## src/hdl/adc_seq_pkg.sv

```systemverilog
// Behaviour
// - Converter runs only while enable bit set
// - Input selector offers seventeen selections
// - Ground negative means single-ended, else differential
// - Each conversion loads high and low bytes
// - Control bit 0 picks right/left justify
// - Single-ended: unsigned, unused bits cleared
// - Differential right-justified: sign-extended high byte
// - Differential left-justified: low unused bits cleared
// - Conversion clock is system clock over divider+1
// - Start-mode field selects the trigger source
// - Busy stays high for whole conversion
// - Busy falling edge sets flag, maybe interrupt; here a busy fall from an abort (enable cleared) sets no flag
// - Results valid whenever completion flag reads 1
// - Timer 2/3: low or high byte overflow
// - External pin rising edge starts conversion
// - Low-power tracking adds three clock tracking
// - Low-power external: track while pin low
package adc_seq_pkg;
  localparam int unsigned RES_BITS    = 10;
  localparam int unsigned SEL_BITS    = 5;
  localparam int unsigned DIV_BITS    = 5;
  localparam int unsigned INPUT_SELS  = 17;
  // Register indices on the 3-bit address port
  localparam logic [2:0] ADDR_CTRL    = 3'h0;
  localparam logic [2:0] ADDR_CFG     = 3'h1;
  localparam logic [2:0] ADDR_POS     = 3'h2;
  localparam logic [2:0] ADDR_NEG     = 3'h3;
  localparam logic [2:0] ADDR_RES_HI  = 3'h4;
  localparam logic [2:0] ADDR_RES_LO  = 3'h5;
  // Control register fields
  localparam int unsigned CTRL_LJ     = 0;
  localparam int unsigned CTRL_SRC    = 1;
  localparam int unsigned CTRL_BUSY   = 4;
  localparam int unsigned CTRL_DONE   = 5;
  localparam int unsigned CTRL_LPT    = 6;
  localparam int unsigned CTRL_EN     = 7;
  // Config register fields
  localparam int unsigned CFG_IE      = 0;
  localparam int unsigned CFG_DIV     = 3;
  localparam logic [7:0] RESET_BYTE   = 8'h00;
  localparam logic [DIV_BITS-1:0] DIV_RESET = 5'h1F;
  // Start sources
  localparam logic [2:0] SRC_SW       = 3'h0;
  localparam logic [2:0] SRC_T0       = 3'h1;
  localparam logic [2:0] SRC_T2       = 3'h2;
  localparam logic [2:0] SRC_T1       = 3'h3;
  localparam logic [2:0] SRC_EXT      = 3'h4;
  localparam logic [2:0] SRC_T3       = 3'h5;
  localparam logic [SEL_BITS-1:0] NEG_GND = 5'h1F;
  localparam logic [1:0] TRACK_TICKS  = 2'h3;
  localparam logic [5:0] PAD_ZERO     = 6'h00;
  typedef enum logic [1:0] {
    ST_IDLE, ST_TRACK, ST_BITS, ST_FINISH
  } eng_state_e;
endpackage : adc_seq_pkg

```

## src/hdl/conv_if.sv

```systemverilog
`timescale 1ns/1ps
interface conv_if;
  logic       en;
  logic       start;
  logic       lp_track;
  logic       tick;
  logic       cmp;
  logic       busy;
  logic       done;
  logic       tracking;
  logic [9:0] code;
  logic [9:0] trial;
  modport ctrl (
    output en, start, lp_track, tick, cmp,
    input  busy, done, tracking, code, trial
  );
  modport engine (
    input  en, start, lp_track, tick, cmp,
    output busy, done, tracking, code, trial
  );
endinterface : conv_if

```

## src/hdl/conv_tick_gen.sv

```systemverilog
`timescale 1ns/1ps
module conv_tick_gen #(
  parameter int unsigned DIV_W = 5
) (
  // Clock and reset
  input  wire logic             clk_i,
  input  wire logic             nrst_i,
  // Control
  input  wire logic             en_i,
  input  wire logic [DIV_W-1:0] div_i,
  // One pulse per conversion clock period
  output logic                  tick_o
);
  logic [DIV_W-1:0] cnt_reg;
  logic             tick_reg;

  // Period is div_i + 1 system clocks, 0 gives every cycle
  always_ff @(posedge clk_i) begin
    if (!nrst_i || !en_i) begin
      cnt_reg  <= '0;
      tick_reg <= 1'b0;
    end else if (cnt_reg >= div_i) begin
      cnt_reg  <= '0;
      tick_reg <= 1'b1;
    end else begin
      cnt_reg  <= cnt_reg + 1'b1;
      tick_reg <= 1'b0;
    end
  end

  assign tick_o = tick_reg;
endmodule : conv_tick_gen

```

## src/hdl/sar_adc_sequencer.sv

```systemverilog
// Design decisions made here: the strobed register port and the register offsets.
`timescale 1ns/1ps
module sar_adc_sequencer #(
  parameter int unsigned DIV_W = 5
) (
  // Clock and reset
  input  wire logic       clk_i,
  input  wire logic       nrst_i,
  // Register port
  input  wire logic [2:0] addr_i,
  input  wire logic [7:0] wdata_i,
  input  wire logic       wr_i,
  input  wire logic       rd_i,
  output logic      [7:0] rdata_o,
  // Timer overflow pulses
  input  wire logic       t0_ovf_i,
  input  wire logic       t1_ovf_i,
  input  wire logic       t2_lo_ovf_i,
  input  wire logic       t2_hi_ovf_i,
  input  wire logic       t2_split_i,
  input  wire logic       t3_lo_ovf_i,
  input  wire logic       t3_hi_ovf_i,
  input  wire logic       t3_split_i,
  // External start pin
  input  wire logic       external_start_pin_i,
  // Analog front end
  input  wire logic       cmp_i,
  output logic      [9:0] trial_o,
  output logic            track_o,
  output logic            power_o,
  output logic      [4:0] positive_input_select_o,
  output logic      [4:0] negative_input_select_o,
  output logic            diff_mode_o,
  // Completion
  output logic            irq_o
);
  conv_if cv ();

  // Control register state
  logic       converter_enable_reg;
  logic       low_power_track_select_reg;
  logic       conversion_done_flag_reg;
  logic [2:0] start_source_select_reg;
  logic       left_justify_select_reg;
  logic       irq_enable_reg;
  logic [DIV_W-1:0] conv_clock_divider_reg;
  logic [4:0] pos_sel_reg;
  logic [4:0] neg_sel_reg;
  logic [7:0] result_high_byte_reg;
  logic [7:0] result_low_byte_reg;
  logic [7:0] rdata_reg;
  logic       busy_q_reg;
  logic       track_reg;
  // External pin synchroniser
  logic       ext_s1_reg;
  logic       ext_s2_reg;
  logic       ext_s3_reg;
  logic       ext_lvl_reg;
  logic       ext_rise;
  // Trigger and decode
  logic       wr_ctrl;
  logic       sw_start;
  logic       trig;
  logic       start;
  logic       diff_mode;
  logic       lp_ext;
  logic       busy_fall;
  logic [15:0] formatted;

  conv_tick_gen #(
    .DIV_W (DIV_W)
  ) u_tick (
    .clk_i  (clk_i),
    .nrst_i (nrst_i),
    .en_i   (converter_enable_reg),
    .div_i  (conv_clock_divider_reg),
    .tick_o (cv.tick)
  );

  sar_engine u_eng (
    .clk_i  (clk_i),
    .nrst_i (nrst_i),
    .cv     (cv.engine)
  );

  assign cv.en       = converter_enable_reg;
  assign cv.cmp      = cmp_i;
  assign cv.start    = start;
  assign lp_ext      = start_source_select_reg == adc_seq_pkg::SRC_EXT;
  // Pin edge already marks the end of tracking here
  assign cv.lp_track = low_power_track_select_reg && !lp_ext;

  // Pin passes three flops, change counts when last two agree
  always_ff @(posedge clk_i) begin
    if (!nrst_i) begin
      ext_s1_reg  <= 1'b0;
      ext_s2_reg  <= 1'b0;
      ext_s3_reg  <= 1'b0;
      ext_lvl_reg <= 1'b0;
    end else begin
      ext_s1_reg <= external_start_pin_i;
      ext_s2_reg <= ext_s1_reg;
      ext_s3_reg <= ext_s2_reg;
      if (ext_s2_reg == ext_s3_reg) ext_lvl_reg <= ext_s3_reg;
    end
  end

  assign ext_rise = (ext_s2_reg == ext_s3_reg) && ext_s3_reg &&
                    !ext_lvl_reg;

  assign wr_ctrl  = wr_i && addr_i == adc_seq_pkg::ADDR_CTRL;
  assign sw_start = wr_ctrl && wdata_i[adc_seq_pkg::CTRL_BUSY] &&
                    start_source_select_reg == adc_seq_pkg::SRC_SW;

  always_comb begin
    case (start_source_select_reg)
      adc_seq_pkg::SRC_SW:  trig = sw_start;
      adc_seq_pkg::SRC_T0:  trig = t0_ovf_i;
      adc_seq_pkg::SRC_T2:  trig = t2_split_i ? t2_lo_ovf_i
                                              : t2_hi_ovf_i;
      adc_seq_pkg::SRC_T1:  trig = t1_ovf_i;
      adc_seq_pkg::SRC_EXT: trig = ext_rise;
      adc_seq_pkg::SRC_T3:  trig = t3_split_i ? t3_lo_ovf_i
                                              : t3_hi_ovf_i;
      default:              trig = 1'b0;
    endcase
  end

  // Running conversion is never restarted
  assign start = converter_enable_reg && trig && !cv.busy;

  assign diff_mode = neg_sel_reg != adc_seq_pkg::NEG_GND;

  // Engine code is offset binary; differential flips the MSB
  function automatic logic [15:0] fmt(
    input logic [9:0] code,
    input logic       diff,
    input logic       lj
  );
    logic [9:0] v;
    v = diff ? {~code[9], code[8:0]} : code;
    if (lj) begin
      fmt = {v, adc_seq_pkg::PAD_ZERO};
    end else if (diff) begin
      fmt = {{6{v[9]}}, v};
    end else begin
      fmt = {adc_seq_pkg::PAD_ZERO, v};
    end
  endfunction : fmt

  assign formatted = fmt(cv.code, diff_mode, left_justify_select_reg);

  // Result pair loads together at conversion end
  always_ff @(posedge clk_i) begin
    if (!nrst_i) begin
      result_high_byte_reg <= adc_seq_pkg::RESET_BYTE;
      result_low_byte_reg  <= adc_seq_pkg::RESET_BYTE;
    end else if (cv.done) begin
      result_high_byte_reg <= formatted[15:8];
      result_low_byte_reg  <= formatted[7:0];
    end
  end

  // Busy edge detect for the completion flag
  always_ff @(posedge clk_i) begin
    if (!nrst_i) busy_q_reg <= 1'b0;
    else         busy_q_reg <= cv.busy;
  end

  assign busy_fall = busy_q_reg && !cv.busy;

  // Set wins over a software clear in the same cycle
  // Abort drops busy with no result, so it raises no flag
  always_ff @(posedge clk_i) begin
    if (!nrst_i) begin
      conversion_done_flag_reg <= 1'b0;
    end else if (busy_fall && cv.done) begin
      conversion_done_flag_reg <= 1'b1;
    end else if (wr_ctrl && !wdata_i[adc_seq_pkg::CTRL_DONE]) begin
      conversion_done_flag_reg <= 1'b0;
    end
  end

  always_ff @(posedge clk_i) begin
    if (!nrst_i) begin
      converter_enable_reg       <= 1'b0;
      low_power_track_select_reg <= 1'b0;
      start_source_select_reg    <= adc_seq_pkg::SRC_SW;
      left_justify_select_reg    <= 1'b0;
    end else if (wr_ctrl) begin
      converter_enable_reg       <= wdata_i[adc_seq_pkg::CTRL_EN];
      low_power_track_select_reg <= wdata_i[adc_seq_pkg::CTRL_LPT];
      start_source_select_reg    <=
        wdata_i[adc_seq_pkg::CTRL_SRC +: 3];
      left_justify_select_reg    <= wdata_i[adc_seq_pkg::CTRL_LJ];
    end
  end

  always_ff @(posedge clk_i) begin
    if (!nrst_i) begin
      conv_clock_divider_reg <= adc_seq_pkg::DIV_RESET;
      irq_enable_reg         <= 1'b0;
    end else if (wr_i && addr_i == adc_seq_pkg::ADDR_CFG) begin
      conv_clock_divider_reg <=
        wdata_i[adc_seq_pkg::CFG_DIV +: DIV_W];
      irq_enable_reg         <= wdata_i[adc_seq_pkg::CFG_IE];
    end
  end

  // Selections are kept as written; codes past the valid set
  // are left to the analog multiplexer to treat as reserved
  always_ff @(posedge clk_i) begin
    if (!nrst_i) begin
      pos_sel_reg <= 5'h00;
      neg_sel_reg <= adc_seq_pkg::NEG_GND;
    end else if (wr_i && addr_i == adc_seq_pkg::ADDR_POS) begin
      pos_sel_reg <= wdata_i[4:0];
    end else if (wr_i && addr_i == adc_seq_pkg::ADDR_NEG) begin
      neg_sel_reg <= wdata_i[4:0];
    end
  end

  // Read data stands only in the cycle after the strobe
  always_ff @(posedge clk_i) begin
    if (!nrst_i || !rd_i) begin
      rdata_reg <= adc_seq_pkg::RESET_BYTE;
    end else begin
      case (addr_i)
        adc_seq_pkg::ADDR_CTRL:
          rdata_reg <= {converter_enable_reg,
                        low_power_track_select_reg,
                        conversion_done_flag_reg,
                        cv.busy,
                        start_source_select_reg,
                        left_justify_select_reg};
        adc_seq_pkg::ADDR_CFG:
          rdata_reg <= {conv_clock_divider_reg, 2'h0, irq_enable_reg};
        adc_seq_pkg::ADDR_POS:    rdata_reg <= {3'h0, pos_sel_reg};
        adc_seq_pkg::ADDR_NEG:    rdata_reg <= {3'h0, neg_sel_reg};
        adc_seq_pkg::ADDR_RES_HI: rdata_reg <= result_high_byte_reg;
        adc_seq_pkg::ADDR_RES_LO: rdata_reg <= result_low_byte_reg;
        default:                  rdata_reg <= adc_seq_pkg::RESET_BYTE;
      endcase
    end
  end

  // Continuous tracking unless low-power mode is on
  always_ff @(posedge clk_i) begin
    if (!nrst_i || !converter_enable_reg) begin
      track_reg <= 1'b0;
    end else if (!low_power_track_select_reg) begin
      track_reg <= !cv.busy;
    end else if (lp_ext) begin
      track_reg <= !cv.busy && !ext_lvl_reg;
    end else begin
      track_reg <= cv.tracking;
    end
  end

  assign rdata_o                 = rdata_reg;
  assign trial_o                 = cv.trial;
  assign track_o                 = track_reg;
  assign power_o                 = converter_enable_reg;
  assign positive_input_select_o = pos_sel_reg;
  assign negative_input_select_o = neg_sel_reg;
  assign diff_mode_o             = diff_mode;
  assign irq_o = conversion_done_flag_reg && irq_enable_reg;
endmodule : sar_adc_sequencer

```

## src/hdl/sar_engine.sv

```systemverilog
`timescale 1ns/1ps
module sar_engine (
  // Clock and reset
  input  wire logic clk_i,
  input  wire logic nrst_i,
  // Control and status
  conv_if.engine    cv
);
  adc_seq_pkg::eng_state_e st_reg;
  logic [1:0] trk_reg;
  logic [9:0] sar_reg;
  logic [9:0] mask_reg;
  logic [9:0] code_reg;
  logic       done_reg;
  logic       enter_bits;

  assign enter_bits = (st_reg == adc_seq_pkg::ST_IDLE && cv.start &&
                       !cv.lp_track) ||
                      (st_reg == adc_seq_pkg::ST_TRACK && cv.tick &&
                       trk_reg == adc_seq_pkg::TRACK_TICKS - 2'h1);

  // Track, ten bit trials, one load period
  always_ff @(posedge clk_i) begin
    if (!nrst_i || !cv.en) begin
      st_reg <= adc_seq_pkg::ST_IDLE;
    end else begin
      case (st_reg)
        adc_seq_pkg::ST_IDLE: begin
          if (cv.start && cv.lp_track) st_reg <= adc_seq_pkg::ST_TRACK;
          else if (cv.start) st_reg <= adc_seq_pkg::ST_BITS;
        end
        adc_seq_pkg::ST_TRACK: begin
          if (enter_bits) st_reg <= adc_seq_pkg::ST_BITS;
        end
        adc_seq_pkg::ST_BITS: begin
          if (cv.tick && mask_reg[0]) st_reg <= adc_seq_pkg::ST_FINISH;
        end
        adc_seq_pkg::ST_FINISH: begin
          if (cv.tick) st_reg <= adc_seq_pkg::ST_IDLE;
        end
        default: st_reg <= adc_seq_pkg::ST_IDLE;
      endcase
    end
  end

  always_ff @(posedge clk_i) begin
    if (!nrst_i || st_reg != adc_seq_pkg::ST_TRACK) begin
      trk_reg <= 2'h0;
    end else if (cv.tick) begin
      trk_reg <= trk_reg + 2'h1;
    end
  end

  always_ff @(posedge clk_i) begin
    if (!nrst_i) begin
      sar_reg  <= 10'h000;
      mask_reg <= 10'h000;
    end else if (enter_bits) begin
      sar_reg  <= 10'h200;
      mask_reg <= 10'h200;
    end else if (st_reg == adc_seq_pkg::ST_BITS && cv.tick) begin
      sar_reg  <= (cv.cmp ? sar_reg : (sar_reg & ~mask_reg)) |
                  (mask_reg >> 1);
      mask_reg <= mask_reg >> 1;
    end
  end

  always_ff @(posedge clk_i) begin
    if (!nrst_i) begin
      done_reg <= 1'b0;
      code_reg <= 10'h000;
    end else begin
      done_reg <= cv.en && cv.tick &&
                  st_reg == adc_seq_pkg::ST_FINISH;
      if (cv.tick && st_reg == adc_seq_pkg::ST_FINISH) begin
        code_reg <= sar_reg;
      end
    end
  end

  assign cv.busy     = st_reg != adc_seq_pkg::ST_IDLE;
  assign cv.done     = done_reg;
  assign cv.code     = code_reg;
  assign cv.trial    = sar_reg;
  assign cv.tracking = st_reg == adc_seq_pkg::ST_TRACK;
endmodule : sar_engine
```

## config.mk

```make
export PLATFORM = sky130hd
export DESIGN_NAME = sar_adc_sequencer
export DESIGN_NICKNAME = d
export VERILOG_FILES = /design/src/hdl/adc_seq_pkg.sv /design/src/hdl/conv_if.sv /design/src/hdl/conv_tick_gen.sv /design/src/hdl/sar_adc_sequencer.sv /design/src/hdl/sar_engine.sv
export SDC_FILE = /design/constraint.sdc
export NUM_CORES = 1
export LEC_CHECK = 0
export BUFFER_PORTS_ARGS = -buffer_cell sky130_fd_sc_hd__buf_2
export CORE_AREA = 3 3 116 118
export DETAILED_ROUTE_END_ITERATION = 10
export DIE_AREA = 0 0 119 121
export GPL_TIMING_DRIVEN = 0
export PLACE_DENSITY = 0.53
export SYNTH_ARGS = -nofsm -noshare
export SYNTH_HDL_FRONTEND = slang
export SYNTH_SLANG_ARGS = --single-unit
```

## constraint.sdc

```tcl
create_clock -name clk_i -period 5.6 [get_ports clk_i]
set_input_delay 0.56 -clock clk_i [delete_from_list [all_inputs] [get_ports clk_i]]
set_output_delay 0.56 -clock clk_i [all_outputs]
set_load 0.005 [all_outputs]
```

==> metrics.md <==
| Metric | Value |
|---|---|
| Port Buffers | 54 |
| Count of cell types in the netlist | 49 |
| Synth Area in Adders | 3.878% |
| Buf+Inv Stages, Crit Path | 2 |
| CTS tree | done |
| Clk buf depth | 2 |
| Unrepaired setup endpoints after global routing | false |
| Outcome | complete, no violations |
| Hold_buf cts | 0 |
| Worst VDD drop | 0.1722 mV |
| Critical path startpoint category | register |
| Final nets | 572 |
| Worst setup margin | around 3500 ps |
| Final WL | 10.55 mm |
| Drt via density | roughly 4.8 |
| Vias in the first global route | 3337 |
| Filler cell count | 1291 |
| Total Negative Setup Slacks | 0 ps |
| Post-Syn Area | 4194 um^2 |
| Post-synth EDFFs | 0 |
| Sequential share of the synthesized area | 44.87% |
| Critical path origin | start_source_select_reg[1]$_SDFFE_PN0N_ |
| Setup slack after placement | about 3100 ps |
| Final Instance Area | 4954 um^2 |
| Initial cell density of the core | 33.37% |
| Critical Path RT | about 5800 ps |
| Largest net degree at the start of global routing | 17 |
| CTS H-tree lvls | 3 |
| Period utilisation layout | 37.95% |
| Setup Skew | 9.809 ps |
| Crit path depth | 7 |
| DIE WIDTH | 119 um |
| Pleak | around 1.9 nW |
| First-pass GRT wire length | between 15 and 20 mm |
| Post-Synth XOR/XNOR Area | less than 1% |
| Layout Area Growth over Synthesis | 18.11% |
| FMAX | 470.6 MHz |
| Final setup vio count | 0 |
| Placed Area | 4679 um^2 |
| I/O pin count | 57 |
| WL per Instance | 14.84 um |
| Fraction of registers with async set/reset | 0% |
| Net Count, Synth | 507 |
| All-layer global routing usage | roughly 15% |
| TritonCTS Sinks | 94 |
| R2R depth | 7 |
| Drt first pass iters | 4 |
| Routability cong. | 0.8235 |
| Critical Path AT | ~2400 ps |
| Post-synth top flop | dfxtp_1 |
| Reg2Reg Setup Slack | 3470 ps |
| Highest routed layer | met4 |
| Met1 WL | 5.062 mm |
| CTS clk-pin slew, worst paths | 70 ps |
| Fin. Hold Viols | 0 |
| Power per cell area | 267.5 nW/um^2 |
| ANT cells | 0 |
| Post-synthesis mux area share | around a tenth |
| Max-cap violation count | 0 |
| DP HPWL | a little under 8 mm |
| Die Height | 121 um |
| Cts bufs inserted | 9 |
| Setup Buffers After CTS | 0 |
| Path type of the worst setup path | reg -> reg |
| Placed cell count | 695 |
| DR WL met3 | 494 um |
| Clk root buf | clkbuf_16 |
| Routed met2 length | 4.838 mm |
| Syn avg cell area | approximately 9 um^2 |
| CP peak stage delay | 410 ps |
| Slowest-stage cell, CP | nor4b_1 |
| Tot Pwr | 1.325 mW |
| Worst setup EP type | register |
| Reg-to-reg startpoint | start_source_select_reg[1]$_SDFFE_PN0N_ |
| Slew Limit Fails | 0 |
| Crit path cell chain | clkbuf_1 > nor4b_1 > a2bb2oi_1 > a31o_2 > o211ai_4 > buf_6 > a21oi_1 |
| GRT overflow | 0 |
| Synth Area in Compound Gates | 17.24% |
| Die area | 14400 um^2 |
| CTS resizes | 0 |
| Fin cells | a little over 700 |
| CP Max Fanout | 10 |
| Drc violations | 0 |
| Hold WS | 421.6 ps |
| Site Rows | 41 |
| Max-slew headroom | 52.52% |
| Reg2reg end | u_eng.cv.trial[1]$_SDFFE_PP0P_ |
| Fin crit period | ~2100 ps |
| Worst-skew pair later-pin latency | 350 ps |
| DR iter-0 viols | about 170 |
| Synth Instances | 469 |
| Min-Delay Path Class | in -> reg |
| Largest family of logic cells by synthesized area | simple AND/OR/NAND/NOR gates |
| End point of the critical path | u_eng.cv.trial[1]$_SDFFE_PP0P_ |
| Yosys warns | 0 |
| Post-Route Utilization | 39.41% |
| CP top delay family | compound AO/OA/AOI/OAI gates |
| Final ANT Viol Nets | 0 |
| Layout cells sized above 1 | 17.25% |
| Antenna violations before repair | 0 |
| Core footprint | roughly 13000 um^2 |
| Slew at the pin closest to its max-slew limit | 709.6 ps |
| Post-Synth Simple-Gate Area | 19.00% |
| Seq cells post-synth | 94 |
| DR vias | between 3000 and 4000 |
-- power by group --
group	leakage, nW	total, mW	internal [mW]	switching [mW]
clock network	0.136	0.565	0.301	0.263
registers	0.759	0.679	0.675	0.00427
logic	1.01	0.0814	0.0358	0.0456
total	1.91	1.33	1.01	0.313
-- cells in the mapped netlist, types with 2 or more instances --
master / count / area [um^2]
a211oi_1: 3 / 22.52
a21boi_0: 20 / 150.1
a21o_1: 2 / 15.01
a21oi_1: 37 / 185.2
a22oi_1: 5 / 37.54
and2_1: 13 / 81.33
buf_2: 3 / 15.01
buf_6: 2 / 22.52
clkbuf_1: 21 / 78.83
dfxtp_1: 94 / 1882
ha_1: 13 / 162.7
inv_1: 18 / 67.56
mux2_2: 7 / 78.83
mux2i_1: 23 / 230.2
mux4_2: 4 / 90.09
nand2_1: 98 / 367.9
nand2b_1: 4 / 25.02
nand3_1: 8 / 40.04
nor2_1: 17 / 63.81
nor2b_1: 13 / 81.33
nor3_1: 2 / 10.01
nor3b_1: 4 / 30.03
nor4b_1: 2 / 17.52
o2111ai_1: 2 / 17.52
o211a_1: 3 / 30.03
o211ai_1: 4 / 30.03
o21a_1: 2 / 15.01
o21ai_0: 11 / 55.05
o22a_1: 5 / 43.79
o22ai_1: 7 / 43.79
or2_2: 2 / 12.51
xnor2_1: 2 / 17.52
xor2_1: 2 / 17.52
-- cell type report --
type / count / area, um^2 / share of cell area (%)
multi-input combinational: 329 / 2117 / 42.74
sequential: 94 / 1882 / 37.99
timing repair buffer: 54 / 270.3 / 5.456
clock buffer: 9 / 225.2 / 4.547
tap: 172 / 215.2 / 4.345
buffer: 28 / 127.6 / 2.576
inverter: 18 / 67.56 / 1.364
clock inverter: 7 / 48.80 / 0.9851
-- routing by layer --
layer  vias up  GRT usage (%)
met2        72          24.55
met4         0          4.562
met3        10          4.103
met1      1597          19.90
met5         -              0
li1       1741              -
-- kinds of logic after synthesis --
| kind of cell | after synthesis |
|---|---|
| and+or+nand+nor | 170 |
| AOI/OAI and AO/OA | 108 |
| adders and majority gates | 13 |
| DFF | 94 |
| xor gates and xnor gates | 4 |
| buffers and inverters | 46 |
| muxes | 34 |
-- worst min-delay path by stage --
stage | startpoint | endpoint | slack (ps) | cells past startpoint
floorplan | ext_s1_reg$_SDFF_PN0_ | ext_s2_reg$_SDFF_PN0_ | 410 | 1
global placement | ext_s1_reg$_SDFF_PN0_ | ext_s2_reg$_SDFF_PN0_ | 430 | 1
detailed placement | ext_s1_reg$_SDFF_PN0_ | ext_s2_reg$_SDFF_PN0_ | 430 | 1
CTS | external_start_pin_i | ext_s1_reg$_SDFF_PN0_ | 410 | 2
global route | external_start_pin_i | ext_s1_reg$_SDFF_PN0_ | 410 | 2
finish | external_start_pin_i | ext_s1_reg$_SDFF_PN0_ | 420 | 2
-- cells in the final DEF, fill, tap and decap left out, types with 2 or more instances in the layout --
cell	count
mux2_2	7
nand2b_1	4
a21oi_1	37
nand2_1	98
o211ai_1	4
clkbuf_1	21
nor2_1	17
o21ai_0	11
o211a_1	3
nor4b_1	2
o21a_1	2
mux2i_1	23
and2_1	13
dfxtp_1	94
nand3_1	8
a21boi_0	20
mux4_2	4
a21o_1	2
nor3b_1	4
nor2b_1	13
a211oi_1	3
nor3_1	2
clkbuf_16	9
a22oi_1	5
o22a_1	5
o22ai_1	7
ha_1	13
inv_1	18
or2_2	2
xnor2_1	2
xor2_1	2
o2111ai_1	2
clkinv_2	3
buf_6	2
clkinv_4	2
buf_2	57
(Power assumes the default switching activity.)
